File: src/inc/uee_defs.svh
// Register offsets, field positions and reset values of the USB error/endpoint bank
`ifndef UEE_DEFS_SVH
`define UEE_DEFS_SVH
`define UEE_OFF_ERR_IE 8'h00
`define UEE_OFF_ERR_FLAG 8'h04
`define UEE_OFF_STATUS 8'h08
`define UEE_OFF_EP_BASE 8'h40
`define UEE_EP_COUNT 16
`define UEE_ERR_IE_MASK 8'hbf
`define UEE_EP0_MASK 8'hdf
`define UEE_EPN_MASK 8'h1f
`define UEE_BIT_LOWSPEED_DIRECT 7
`define UEE_BIT_RETRY_OFF 6
`define UEE_BIT_CTRL_BLOCK 4
`define UEE_BIT_RX_EN 3
`define UEE_BIT_TX_EN 2
`define UEE_BIT_STALLED 1
`define UEE_BIT_HSHK 0
`define UEE_ERR_BITSTUFF 7
`define UEE_ERR_DMA 5
`define UEE_ERR_TURNAROUND 4
`define UEE_ERR_PARTIAL 3
`define UEE_ERR_DATA_CRC 2
`define UEE_ERR_TOKEN_EOF 1
`define UEE_ERR_PID 0
`define UEE_RESET_BYTE 8'h00
`define UEE_BAD_READ 32'hdeadbeef
`endif

File: src/inc/uee_pkg.sv
// Types shared by the USB error/endpoint register bank
package uee_pkg;
	typedef struct packed {
		logic lowspeed_direct;
		logic nak_retry_off;
		logic ctrl_xfer_block;
		logic ep_rx_en_a;
		logic ep_tx_en_b;
		logic ep_stalled;
		logic ep_handshake_en;
	} uee_ep_ctrl_t;

	typedef struct packed {
		logic rx_ok;
		logic tx_ok;
		logic setup_ok;
		logic handshake;
		logic stalled;
	} uee_ep_perm_t;

	typedef enum logic [1:0] {
		UEE_IDLE = 2'b00,
		UEE_ANSWER = 2'b01
	} uee_bus_state_t;
endpackage

File: src/hdl/uee_ep_decode.sv
// Per-endpoint permission decode from one endpoint control byte
`timescale 1ns/1ps
`include "uee_defs.svh"
module uee_ep_decode
	import uee_pkg::*;
(
	input wire logic [7:0] ctrl_in, // Endpoint control byte
	output uee_ep_perm_t perm_out // Decoded permissions
);
	assign perm_out.rx_ok = ctrl_in[`UEE_BIT_RX_EN];
	assign perm_out.tx_ok = ctrl_in[`UEE_BIT_TX_EN];
	assign perm_out.setup_ok = ctrl_in[`UEE_BIT_RX_EN] &
		ctrl_in[`UEE_BIT_TX_EN] & ~ctrl_in[`UEE_BIT_CTRL_BLOCK];
	assign perm_out.handshake = ctrl_in[`UEE_BIT_HSHK];
	assign perm_out.stalled = ctrl_in[`UEE_BIT_STALLED];
endmodule

File: src/hdl/uee_regs.sv
// USB error interrupt enable and endpoint control register bank
`timescale 1ns/1ps
`include "uee_defs.svh"
module uee_regs
	import uee_pkg::*;
#(
	parameter int EP_COUNT = `UEE_EP_COUNT
) (
	input wire logic core_clk_in, // Controller clock, 200 MHz
	input wire logic rst_n_in, // Asynchronous reset, active low
	input wire logic [7:0] avs_address_in, // Byte address
	input wire logic avs_read_in, // Read request
	input wire logic avs_write_in, // Write request
	input wire logic [31:0] avs_writedata_in, // Write data
	input wire logic [3:0] avs_byteenable_in, // Byte enables
	output logic [31:0] avs_readdata_out, // Read data
	output logic avs_waitrequest_out, // Stall until answer
	input wire logic host_role_in, // High in host role
	input wire logic [7:0] err_event_in, // Error detect pulses
	input wire logic [3:0] stall_ep_in, // Endpoint that got stalled
	input wire logic stall_evt_in, // Stall event pulse
	input wire logic [10:0] rx_count_in, // Received byte count
	input wire logic [10:0] bd_count_in, // Descriptor byte count
	input wire logic rx_done_in, // Receive packet finished pulse
	output logic usb_err_irq_out, // Error interrupt request
	output logic lowspeed_direct_out, // Low-speed direct connect
	output logic nak_retry_off_out, // Hardware NAK retry off
	output logic truncate_out, // Truncate stored data
	output logic [EP_COUNT-1:0] rx_ok_out, // Receive allowed
	output logic [EP_COUNT-1:0] tx_ok_out, // Transmit allowed
	output logic [EP_COUNT-1:0] setup_ok_out, // SETUP allowed
	output logic [EP_COUNT-1:0] hshk_out // Handshake enabled
);
	logic [7:0] err_ie_reg;
	logic [7:0] err_flag_reg;
	logic [7:0] ep_reg [EP_COUNT];
	uee_ep_perm_t perm [EP_COUNT];
	uee_bus_state_t state_reg;
	logic full_word;
	logic wr_take;
	logic [7:0] flag_set;
	logic oversize;
	logic [EP_COUNT-1:0] ep_wr_sel;
	logic [EP_COUNT-1:0] stall_sel;

	function automatic logic [7:0] ep_mask(input int idx, input logic host);
		ep_mask = (idx == 0 && host) ? `UEE_EP0_MASK : `UEE_EPN_MASK;
	endfunction

	// Byte address of an endpoint's control word
	function automatic logic [7:0] ep_addr(input int idx);
		ep_addr = `UEE_OFF_EP_BASE + 8'(4 * idx);
	endfunction

	function automatic logic is_ep(input logic [7:0] a);
		is_ep = a >= `UEE_OFF_EP_BASE && a < ep_addr(EP_COUNT) &&
			a[1:0] == 2'b00;
	endfunction

	// Avalon answers one cycle after the request is seen
	always_ff @(posedge core_clk_in or negedge rst_n_in) begin
		if (!rst_n_in) begin
			state_reg <= UEE_IDLE;
		end else begin
			case (state_reg)
				UEE_IDLE: begin
					if (avs_read_in || avs_write_in) begin
						state_reg <= UEE_ANSWER;
					end
				end
				UEE_ANSWER: state_reg <= UEE_IDLE;
				default: state_reg <= UEE_IDLE;
			endcase
		end
	end

	always_ff @(posedge core_clk_in or negedge rst_n_in) begin
		if (!rst_n_in) begin
			avs_waitrequest_out <= 1'b1;
		end else begin
			avs_waitrequest_out <= !(state_reg == UEE_IDLE &&
				(avs_read_in || avs_write_in));
		end
	end

	assign wr_take = avs_write_in && !avs_waitrequest_out;
	assign full_word = avs_byteenable_in == 4'hf;

	always_ff @(posedge core_clk_in or negedge rst_n_in) begin
		if (!rst_n_in) begin
			err_ie_reg <= `UEE_RESET_BYTE;
		end else if (wr_take && avs_address_in == `UEE_OFF_ERR_IE &&
			avs_byteenable_in[0]) begin
			err_ie_reg <= avs_writedata_in[7:0] & `UEE_ERR_IE_MASK;
		end
	end

	assign oversize = rx_done_in && (rx_count_in > bd_count_in);
	always_comb begin
		flag_set = err_event_in & `UEE_ERR_IE_MASK;
		flag_set[`UEE_ERR_DMA] = err_event_in[`UEE_ERR_DMA] | oversize;
	end

	always_ff @(posedge core_clk_in or negedge rst_n_in) begin
		if (!rst_n_in) begin
			truncate_out <= 1'b0;
		end else begin
			truncate_out <= oversize;
		end
	end

	// whole-word write-one clear; new events win
	always_ff @(posedge core_clk_in or negedge rst_n_in) begin
		if (!rst_n_in) begin
			err_flag_reg <= `UEE_RESET_BYTE;
		end else if (wr_take && avs_address_in == `UEE_OFF_ERR_FLAG &&
			full_word) begin
			err_flag_reg <= (err_flag_reg & ~avs_writedata_in[7:0]) |
				flag_set;
		end else begin
			err_flag_reg <= err_flag_reg | flag_set;
		end
	end

	// per-bit gating of the error flags
	// bit 1 shared by token CRC and frame end
	always_ff @(posedge core_clk_in or negedge rst_n_in) begin
		if (!rst_n_in) begin
			usb_err_irq_out <= 1'b0;
		end else begin
			usb_err_irq_out <= |(err_flag_reg & err_ie_reg);
		end
	end

	always_comb begin
		for (int i = 0; i < EP_COUNT; i++) begin
			ep_wr_sel[i] = wr_take && avs_byteenable_in[0] &&
				avs_address_in == ep_addr(i);
		end
	end

	always_comb begin
		for (int i = 0; i < EP_COUNT; i++) begin
			stall_sel[i] = stall_evt_in && stall_ep_in == 4'(i);
		end
	end

	// endpoint bytes read-write, reset to zero
	always_ff @(posedge core_clk_in or negedge rst_n_in) begin
		if (!rst_n_in) begin
			for (int i = 0; i < EP_COUNT; i++) begin
				ep_reg[i] <= `UEE_RESET_BYTE;
			end
		end else begin
			for (int i = 0; i < EP_COUNT; i++) begin
				if (ep_wr_sel[i]) begin
					ep_reg[i] <= avs_writedata_in[7:0] & ep_mask(i, 1'b1);
				end
				// stall event sets status
				// Applied after the write so the event wins
				if (stall_sel[i]) begin
					ep_reg[i][`UEE_BIT_STALLED] <= 1'b1;
				end
			end
		end
	end

	// each endpoint decoded on its own
	for (genvar i = 0; i < EP_COUNT; i++) begin : g_ep
		uee_ep_decode i_uee_ep_decode (
			.ctrl_in(ep_reg[i]),
			.perm_out(perm[i])
		);
	end

	// One process per output vector keeps a single driver each
	// receive enables drive the engine
	always_ff @(posedge core_clk_in or negedge rst_n_in) begin
		if (!rst_n_in) begin
			rx_ok_out <= {EP_COUNT{1'b0}};
		end else begin
			for (int i = 0; i < EP_COUNT; i++) begin
				rx_ok_out[i] <= perm[i].rx_ok;
			end
		end
	end

	always_ff @(posedge core_clk_in or negedge rst_n_in) begin
		if (!rst_n_in) begin
			tx_ok_out <= {EP_COUNT{1'b0}};
		end else begin
			for (int i = 0; i < EP_COUNT; i++) begin
				tx_ok_out[i] <= perm[i].tx_ok;
			end
		end
	end

	always_ff @(posedge core_clk_in or negedge rst_n_in) begin
		if (!rst_n_in) begin
			setup_ok_out <= {EP_COUNT{1'b0}};
		end else begin
			for (int i = 0; i < EP_COUNT; i++) begin
				setup_ok_out[i] <= perm[i].setup_ok;
			end
		end
	end

	always_ff @(posedge core_clk_in or negedge rst_n_in) begin
		if (!rst_n_in) begin
			hshk_out <= {EP_COUNT{1'b0}};
		end else begin
			for (int i = 0; i < EP_COUNT; i++) begin
				hshk_out[i] <= perm[i].handshake;
			end
		end
	end

	always_ff @(posedge core_clk_in or negedge rst_n_in) begin
		if (!rst_n_in) begin
			lowspeed_direct_out <= 1'b0;
		end else begin
			lowspeed_direct_out <= host_role_in &
				ep_reg[0][`UEE_BIT_LOWSPEED_DIRECT];
		end
	end

	// NAK retry off, host role only
	always_ff @(posedge core_clk_in or negedge rst_n_in) begin
		if (!rst_n_in) begin
			nak_retry_off_out <= 1'b0;
		end else begin
			nak_retry_off_out <= host_role_in &
				ep_reg[0][`UEE_BIT_RETRY_OFF];
		end
	end

	// Read data registered with the answer
	always_ff @(posedge core_clk_in or negedge rst_n_in) begin
		if (!rst_n_in) begin
			avs_readdata_out <= 32'h0;
		end else if (state_reg == UEE_IDLE && avs_read_in) begin
			if (avs_address_in == `UEE_OFF_ERR_IE) begin
				avs_readdata_out <= {24'h0, err_ie_reg};
			end else if (avs_address_in == `UEE_OFF_ERR_FLAG) begin
				avs_readdata_out <= {24'h0, err_flag_reg};
			end else if (avs_address_in == `UEE_OFF_STATUS) begin
				avs_readdata_out <= {31'h0, host_role_in};
			end else if (is_ep(avs_address_in)) begin
				// host bits hidden outside host role
				avs_readdata_out <= {24'h0,
					ep_reg[avs_address_in[5:2]] &
					ep_mask(int'(avs_address_in[5:2]), host_role_in)};
			end else begin
				avs_readdata_out <= `UEE_BAD_READ;
			end
		end
	end
endmodule

File: config.mk
export PLATFORM = sky130hd
export DESIGN_NAME = uee_regs
export DESIGN_NICKNAME = d
export VERILOG_FILES = /design/src/inc/uee_pkg.sv /design/src/hdl/uee_ep_decode.sv /design/src/hdl/uee_regs.sv
export VERILOG_INCLUDE_DIRS = /design/src /design/src/inc
export SDC_FILE = /design/constraint.sdc
export NUM_CORES = 1
export LEC_CHECK = 0
export BUFFER_PORTS_ARGS = -buffer_cell sky130_fd_sc_hd__clkbuf_2
export CAP_MARGIN = 20
export CORE_AREA = 2 2 123 215
export DETAILED_ROUTE_END_ITERATION = 7
export DIE_AREA = 0 0 125 217
export HOLD_SLACK_MARGIN = 0.12
export SLEW_MARGIN = 30
export SYNTH_ARGS = -nofsm -noshare
export SYNTH_HDL_FRONTEND = slang
export SYNTH_SLANG_ARGS = --single-unit
File: constraint.sdc
create_clock -name core_clk_in -period 4.8 [get_ports core_clk_in]
set_input_delay 0.24 -clock core_clk_in [delete_from_list [all_inputs] [get_ports core_clk_in]]
set_output_delay 0.24 -clock core_clk_in [all_outputs]
set_load 0.005 [all_outputs]
## After elaboration in Yosys (flattened, before gate mapping)

Cells that the tools add are included.

| storage, ports and cells | value |
|---|---|
| flip-flop bits (word level) | 200 |
| output and inout bits | 101 |
| logic and storage cells | 254 |

| operators by class | value |
|---|---|
| magnitude comparators | 4 |
| eq/ne operators | 35 |
| multiplexer cells | 43 |
| bitwise logic cells | 58 |
| reduce and logical (&&, ||, !) cells | 69 |

Operators by type and width:

| cell | number |
|---|---|
| $eq A8 B7 Y1 const B | 16 |
| $mux W32 | 4 |
| $logic_and A1 B1 Y1 | 44 |
| $eq A4 B4 Y1 const B | 9 |
| $mux W2 | 18 |
| $and A1 B1 Y1 | 34 |
| $bmux W8 S4 | 1 |
| $mux W8 | 4 |
| $reduce_bool A2 Y1 | 16 |
| $and A8 B8 Y8 | 3 |
| $eq A4 B3 Y1 const B | 4 |
| $mux W1 | 16 |
| $not A1 Y1 | 16 |
| $or A8 B8 Y8 | 2 |
| $gt A11 B11 Y1 | 1 |
| $eq A4 B2 Y1 const B | 2 |
| $eq A8 B3 Y1 const B | 1 |
| $eq A8 B4 Y1 const B | 1 |
| $ge A8 B7 Y1 const B | 1 |
| $logic_not A4 Y1 | 2 |
| $logic_not A8 Y1 | 1 |
| $lt A8 B8 Y1 const B | 1 |
| $not A8 Y8 | 1 |
| $reduce_or A8 Y1 | 1 |
| 8 further kinds | 10 |

## Longest topological paths before layout

| depth | value |
|---|---|
| depth in word-level cells | 9 |
| gate-level depth with buffers | 8 |
| gate-level depth less buffers | 7 |

## Cells and area by module

A second synthesis with hierarchy kept.

| unflattened totals | value |
|---|---|
| cell total of the unflattened synthesis | 632 |
| area total of the unflattened synthesis | 8072.7 um^2 |

Modules (own cells, without submodules):

| module | times used | cells an instance | area each (um^2) |
|---|---|---|---|
| uee_regs | 1 | 552 | 7452.1 |
| uee_ep_decode | 16 | 5 | 38.8 |

## Worst setup path after synthesis

No wires, ideal clock.

| timing | value |
|---|---|
| kind | input -> register |
| from | in avs_address_in[2] |
| to | reg avs_readdata_out[3] |
| setup time | 0.126 ns |
| arrival | 1.765 ns |
| required time | 4.674 ns |
| slack | 2.909 ns |
| stages on the path | 7 |
| buffers on the path | 2 |
| cells stage by stage | buf_2 > buf_6 > mux4_2 > a22o_1 > a221oi_1 > a311oi_1 > a221o_1 |

| on the way | value |
|---|---|
| longest elaborated chain between the ends | 9 |

Ends and longest elaborated chain:

| item | RTL line | RTL |
|---|---|---|
| start, declared | uee_regs.sv:11 | `input wire logic [7:0] avs_address_in,` |
| $not A4 Y5 (not written as such) | uee_regs.sv:251 | `ep_reg[avs_address_in[5:2]] &` |
| $bmux W8 S4 | uee_regs.sv:251 |  |
| $mux W8 (not written as such) (2 in series) | uee_regs.sv:251 |  |
| $and A8 B8 Y8 | uee_regs.sv:251 |  |
| $mux W32 | uee_regs.sv:248 | `end else if (is_ep(avs_address_in)) begin` |
| $mux W32 | uee_regs.sv:246 | `` end else if (avs_address_in == `UEE_OFF_STATUS) begin `` |
| $mux W32 | uee_regs.sv:244 | `` end else if (avs_address_in == `UEE_OFF_ERR_FLAG) begin `` |
| $mux W32 (*) | uee_regs.sv:242 | `` if (avs_address_in == `UEE_OFF_ERR_IE) begin `` |
| end signal, assigned | uee_regs.sv:243 | `avs_readdata_out <= {24'h0, err_ie_reg};` |
| end signal, assigned | uee_regs.sv:245 | `avs_readdata_out <= {24'h0, err_flag_reg};` |
| end signal, assigned | uee_regs.sv:247 | `avs_readdata_out <= {31'h0, host_role_in};` |
| end, declared | uee_regs.sv:16 | `output logic [31:0] avs_readdata_out,` |

Every way passes the cells marked *; elsewhere a longest branch is shown, timed or not. The select of a mux whose other input is x is not followed.
A chain may end at the register's enable or synchronous reset.

## Worst setup path in the final report

| timing | value |
|---|---|
| from | reg avs_waitrequest_out |
| to | reg ep_reg[74] (netlist bit) |

| on the way | value |
|---|---|
| longest elaborated chain between the ends | 4 |

Ends and longest elaborated chain:

| item | RTL line | RTL |
|---|---|---|
| start, declared | uee_regs.sv:17 | `output logic avs_waitrequest_out,` |
| start signal, assigned | uee_regs.sv:81 | `avs_waitrequest_out <= !(state_reg == UEE_IDLE &&` |
| $logic_not A1 Y1 | uee_regs.sv:86 | `assign wr_take = avs_write_in && !avs_waitrequest_out;` |
| $logic_and A1 B1 Y1 | uee_regs.sv:86 |  |
| $logic_and A1 B1 Y1 (2 in series) | uee_regs.sv:137 | `ep_wr_sel[i] = wr_take && avs_byteenable_in[0] &&` |
| end signal, assigned by index | uee_regs.sv:152 | `` ep_reg[i] <= `UEE_RESET_BYTE; `` |
| end signal, assigned by index | uee_regs.sv:157 | `ep_reg[i] <= avs_writedata_in[7:0] & ep_mask(i, 1'b1);` |
| end, declared | uee_regs.sv:36 | `logic [7:0] ep_reg [EP_COUNT];` |

Every way passes these cells.

==> results by group <==
Outcome
  • Outcome: finished clean

Floorplanning
  • Initial Util: 0.294
  • Rows: between 70 and 80
  • I/O pins: about 190
  • Core ar.: between 20,000 and 30,000 µm²
  • Die ar.: 27,100 µm²
  • Die width: around 130 µm
  • Die H: ~220 µm

Yosys
  • Top cell type's share of synthesized area: 0.582
  • Largest cells by area after synthesis: dfrtp_1 58%, mux2_2 11%, mux4_2 6.0%
  • Simple-Gate Fraction of Synth Area: 0.0922
  • Ys flop type: dfrtp_1
  • EDFF count, synth: 0
  • Mux share of post-synthesis cell area: 0.193
  • Async set-or-reset flop fraction in the synthesized netlist: 1.00
  • Yosys warning count: 0
  • Post-synthesis register bit count: about 180
  • Compound-gate portion of the synthesized area: 0.0659
  • Syn_area_per_cell: roughly 13 µm²
  • Syn Std Cell Area: 7520 µm²
  • Yosys cell types: 52
  • Post-Synth XOR/XNOR Area: 0
  • Cell taking the most area after synthesis: dfrtp_1
  • Cells after synthesis: 572
  • Post-synthesis adder-cell area fraction: 0.0183
  • Main combinational cell family by area after synthesis: multiplexers
  • Sequential area share after synthesis: 0.586

Power and ir drop
  • Switch share: 0.263
  • Int Power: about 0.0024 W
  • VDD IR max: around 0.21 mV
  • Cell Pwr Density: approximately 350 nW/µm²
  • Comb pwr share: 0.090
  • Clock share of power: 0.416
  • Power share of the sequential group: 0.493
  • P_leak: roughly 4.6 nW
  • Psw: between 0.0008 and 0.0009 W

Cells and area
  • Reg area: about 4400 µm²
  • Layout cells sized above 1: 0.393
  • Layout Cells excl Fill: about 1,100
  • Design area: approximately 9200 µm²
  • Area Overhead vs Synth: 22.5%
  • # diodes: 0
  • Fillers: between 2,000 and 3,000
  • Final net count: slightly above 800
  • Multi-input combinational cell area: between 2000 and 3000 µm²
  • Max reg flops: 82

Setup path
  • Crit path kind: reg -> reg
  • Slowest stage delay, CP: approximately 640 ps
  • CP Launch Type: flip-flop
  • Critical Path Fanout Max: 5
  • Critical Path RT: 5130 ps
  • Data arrival, critical path: about 2700 ps
  • Slowest cell on crit path: nor4_1
  • Crit-path cells: nand3b_1 > nor4_1 > nand2_1 > mux2_2
  • Critical Path Sink Type: flip-flop
  • Cell family with most CP delay: simple AND/OR/NAND/NOR gates
  • Worst path bufs/invs: 0

STA
  • RSZ-0062 raised after global routing: false
  • Final period utilization: 0.485
  • Worst hold slack: approximately 170 ps
  • Slew margin rel.: 0.418
  • PnR worst setup slack: about 2500 ps
  • Slew Viols, Final: 0
  • Setup TNS: 0 ps
  • Minimum clock period: approximately 2300 ps
  • Max Fclk: 0.430 GHz
  • Endpoints failing hold: 0
  • Clock skew: 8.49 ps
  • Final setup viols: 0
  • Slew @ Worst Pin: roughly 870 ps

Clock network
  • Clock buffer count from CTS: 17
  • Clock latency on the worst-skew pair: approximately 440 ps
  • Worst-case clock buffer depth: 2
  • Root Driver: clkbuf_16
  • Htree depth: 4
  • CTS clk-pin slew, worst paths: roughly 70 ps
  • CTS tree: done
  • Setup Buffers After CTS: 0
  • Sink Count: roughly 180

Route
  • DRT iter0 DRCs: 306
  • DR vias/cell: about 4.8
  • Vias: 5,068
  • WL final: about 19,000 µm
  • 1st-pass router iterations: 4
  • Wirelength per Cell: between 15 and 20 µm
  • Remaining antenna violation count: 0
  • Drt drc: 0

Placed design
  • Pre-CTS WS: 2040 ps
  • Placed cell areas: ~8500 µm²
  • Post-Place Cells: about 1,000
  • Final HPWL DP: about 15,000 µm
  • Port Buffer Count: around 150
  • RD Place Congestion: ~0.86

Global routing
  • Global-route wire length before repair: between 20,000 and 30,000 µm
  • Antenna violations before repair: 0
  • Vias in the first global route: around 5,200
  • Gr usage total: 0.145
  • Largest net degree at the start of global routing: 95
  • GRT overflow: 0

Min path
  • HP Class: in -> reg

Job
  • Max-Cap Viols: 0
repair_timing:
item                                   CTS  global route
endpoints found under the hold margin  111             0
gates resized for setup                  0             0
hold buffers                            17             0
through the flow:
stage | utilization | total power, W
after global routing | 0.360 | 0.00334
after detailed placement | 0.331 | 0.00190
after floorplan | - | 0.00177
final | 0.360 | 0.00320
after CTS | 0.360 | 0.00324
after global placement | 0.331 | 0.00189
layout make-up:
class,instances,share of cell area
sequential,176,0.478
multi-input combinational,342,0.305
timing repair buffer,174,0.106
clock buffer,18,0.0466
tap,320,0.0435
clock inverter,14,0.0147
inverter,16,0.00652
power groups by stage:
stage	registers [W]	logic, W	clock network [W]
finish	0.00158	0.000290	0.00133
global route	0.00159	0.000325	0.00143
CTS	0.00158	0.000297	0.00136
detailed placement	0.00161	0.000286	0
global placement	0.00161	0.000280	0
floorplan	0.00160	0.000175	0
cell usage after synthesis, drive strengths merged (2+ instances only):
cell type	count
a21boi	2
a31oi	2
a221o	3
o311ai	2
dfrtp	175
mux2i	18
nor2	29
nor4	5
nor3	3
mux4	20
nor2b	7
inv	16
mux2	73
nand3b	3
clkbuf	12
nand2b	7
a22o	4
nand3	17
a22oi	4
a21oi	7
nand2	58
o21ai	24
buf	32
a211oi	2
ha	11
a221oi	3
and2	5
a311oi	4
a21o	9
or3	2
tightest hold or removal path, cell delays in order:
cell and delay [ps]:
clkbuf_2 90, inv_1 30, a31oi_1 100, or3_1 110
cell families after synthesis:
group / after synthesis
flip-flops: 176
AND/OR/NAND/NOR: 141
multiplexers: 111
AO/OA/AOI/OAI: 72
buffers and inverters: 60
adder cells (fa/ha/maj): 11
other: 1
layout by cell type (no fill, tap or decap), drive strengths merged, types with 3 or more instances in the layout:
cell	Yosys	final
nor4	5	5
ha	11	11
nor2	29	29
o21ai	24	24
a21o	9	9
buf	32	5
mux4	20	20
mux2i	18	18
clkbuf	12	170
and2	5	5
dfrtp	175	175
a22o	4	4
nand3	17	17
nand2b	7	7
a22oi	4	4
a21oi	7	7
conb	1	7
a311oi	4	4
mux2	73	73
nand3b	3	3
nand2	58	58
a221o	3	3
inv	16	26
nor2b	7	7
nor3	3	3
dlygate4sd3	0	17
a221oi	3	3
layer usage:
layer  track usage  routed length [µm]  vias to the layer above
met4        0.0652                 543                        0
met1         0.150                6970                     2574
li1              -                   -                     2321
met5             0                   0                        -
met2         0.276               11200                      142
met3        0.0315                 757                       31
final timing paths:
check | from | endpoint | slack (ps) | cells past startpoint
worst max-delay path | avs_waitrequest_out | ep_reg[74] | 2470 | 4
worst min-delay path | err_event_in[5] | err_flag_reg[5] | 170 | 4
worst max register to register | avs_waitrequest_out | ep_reg[74] | 2470 | 4
worst min register to register | ep_reg[120] | hshk_out[0] | 390 | 0
max in group asynchronous | rst_n_in | lowspeed_direct_out | 3280 | 3
min in group asynchronous | rst_n_in | tx_ok_out[10] | 400 | 2
(Power assumes the default switching activity.)
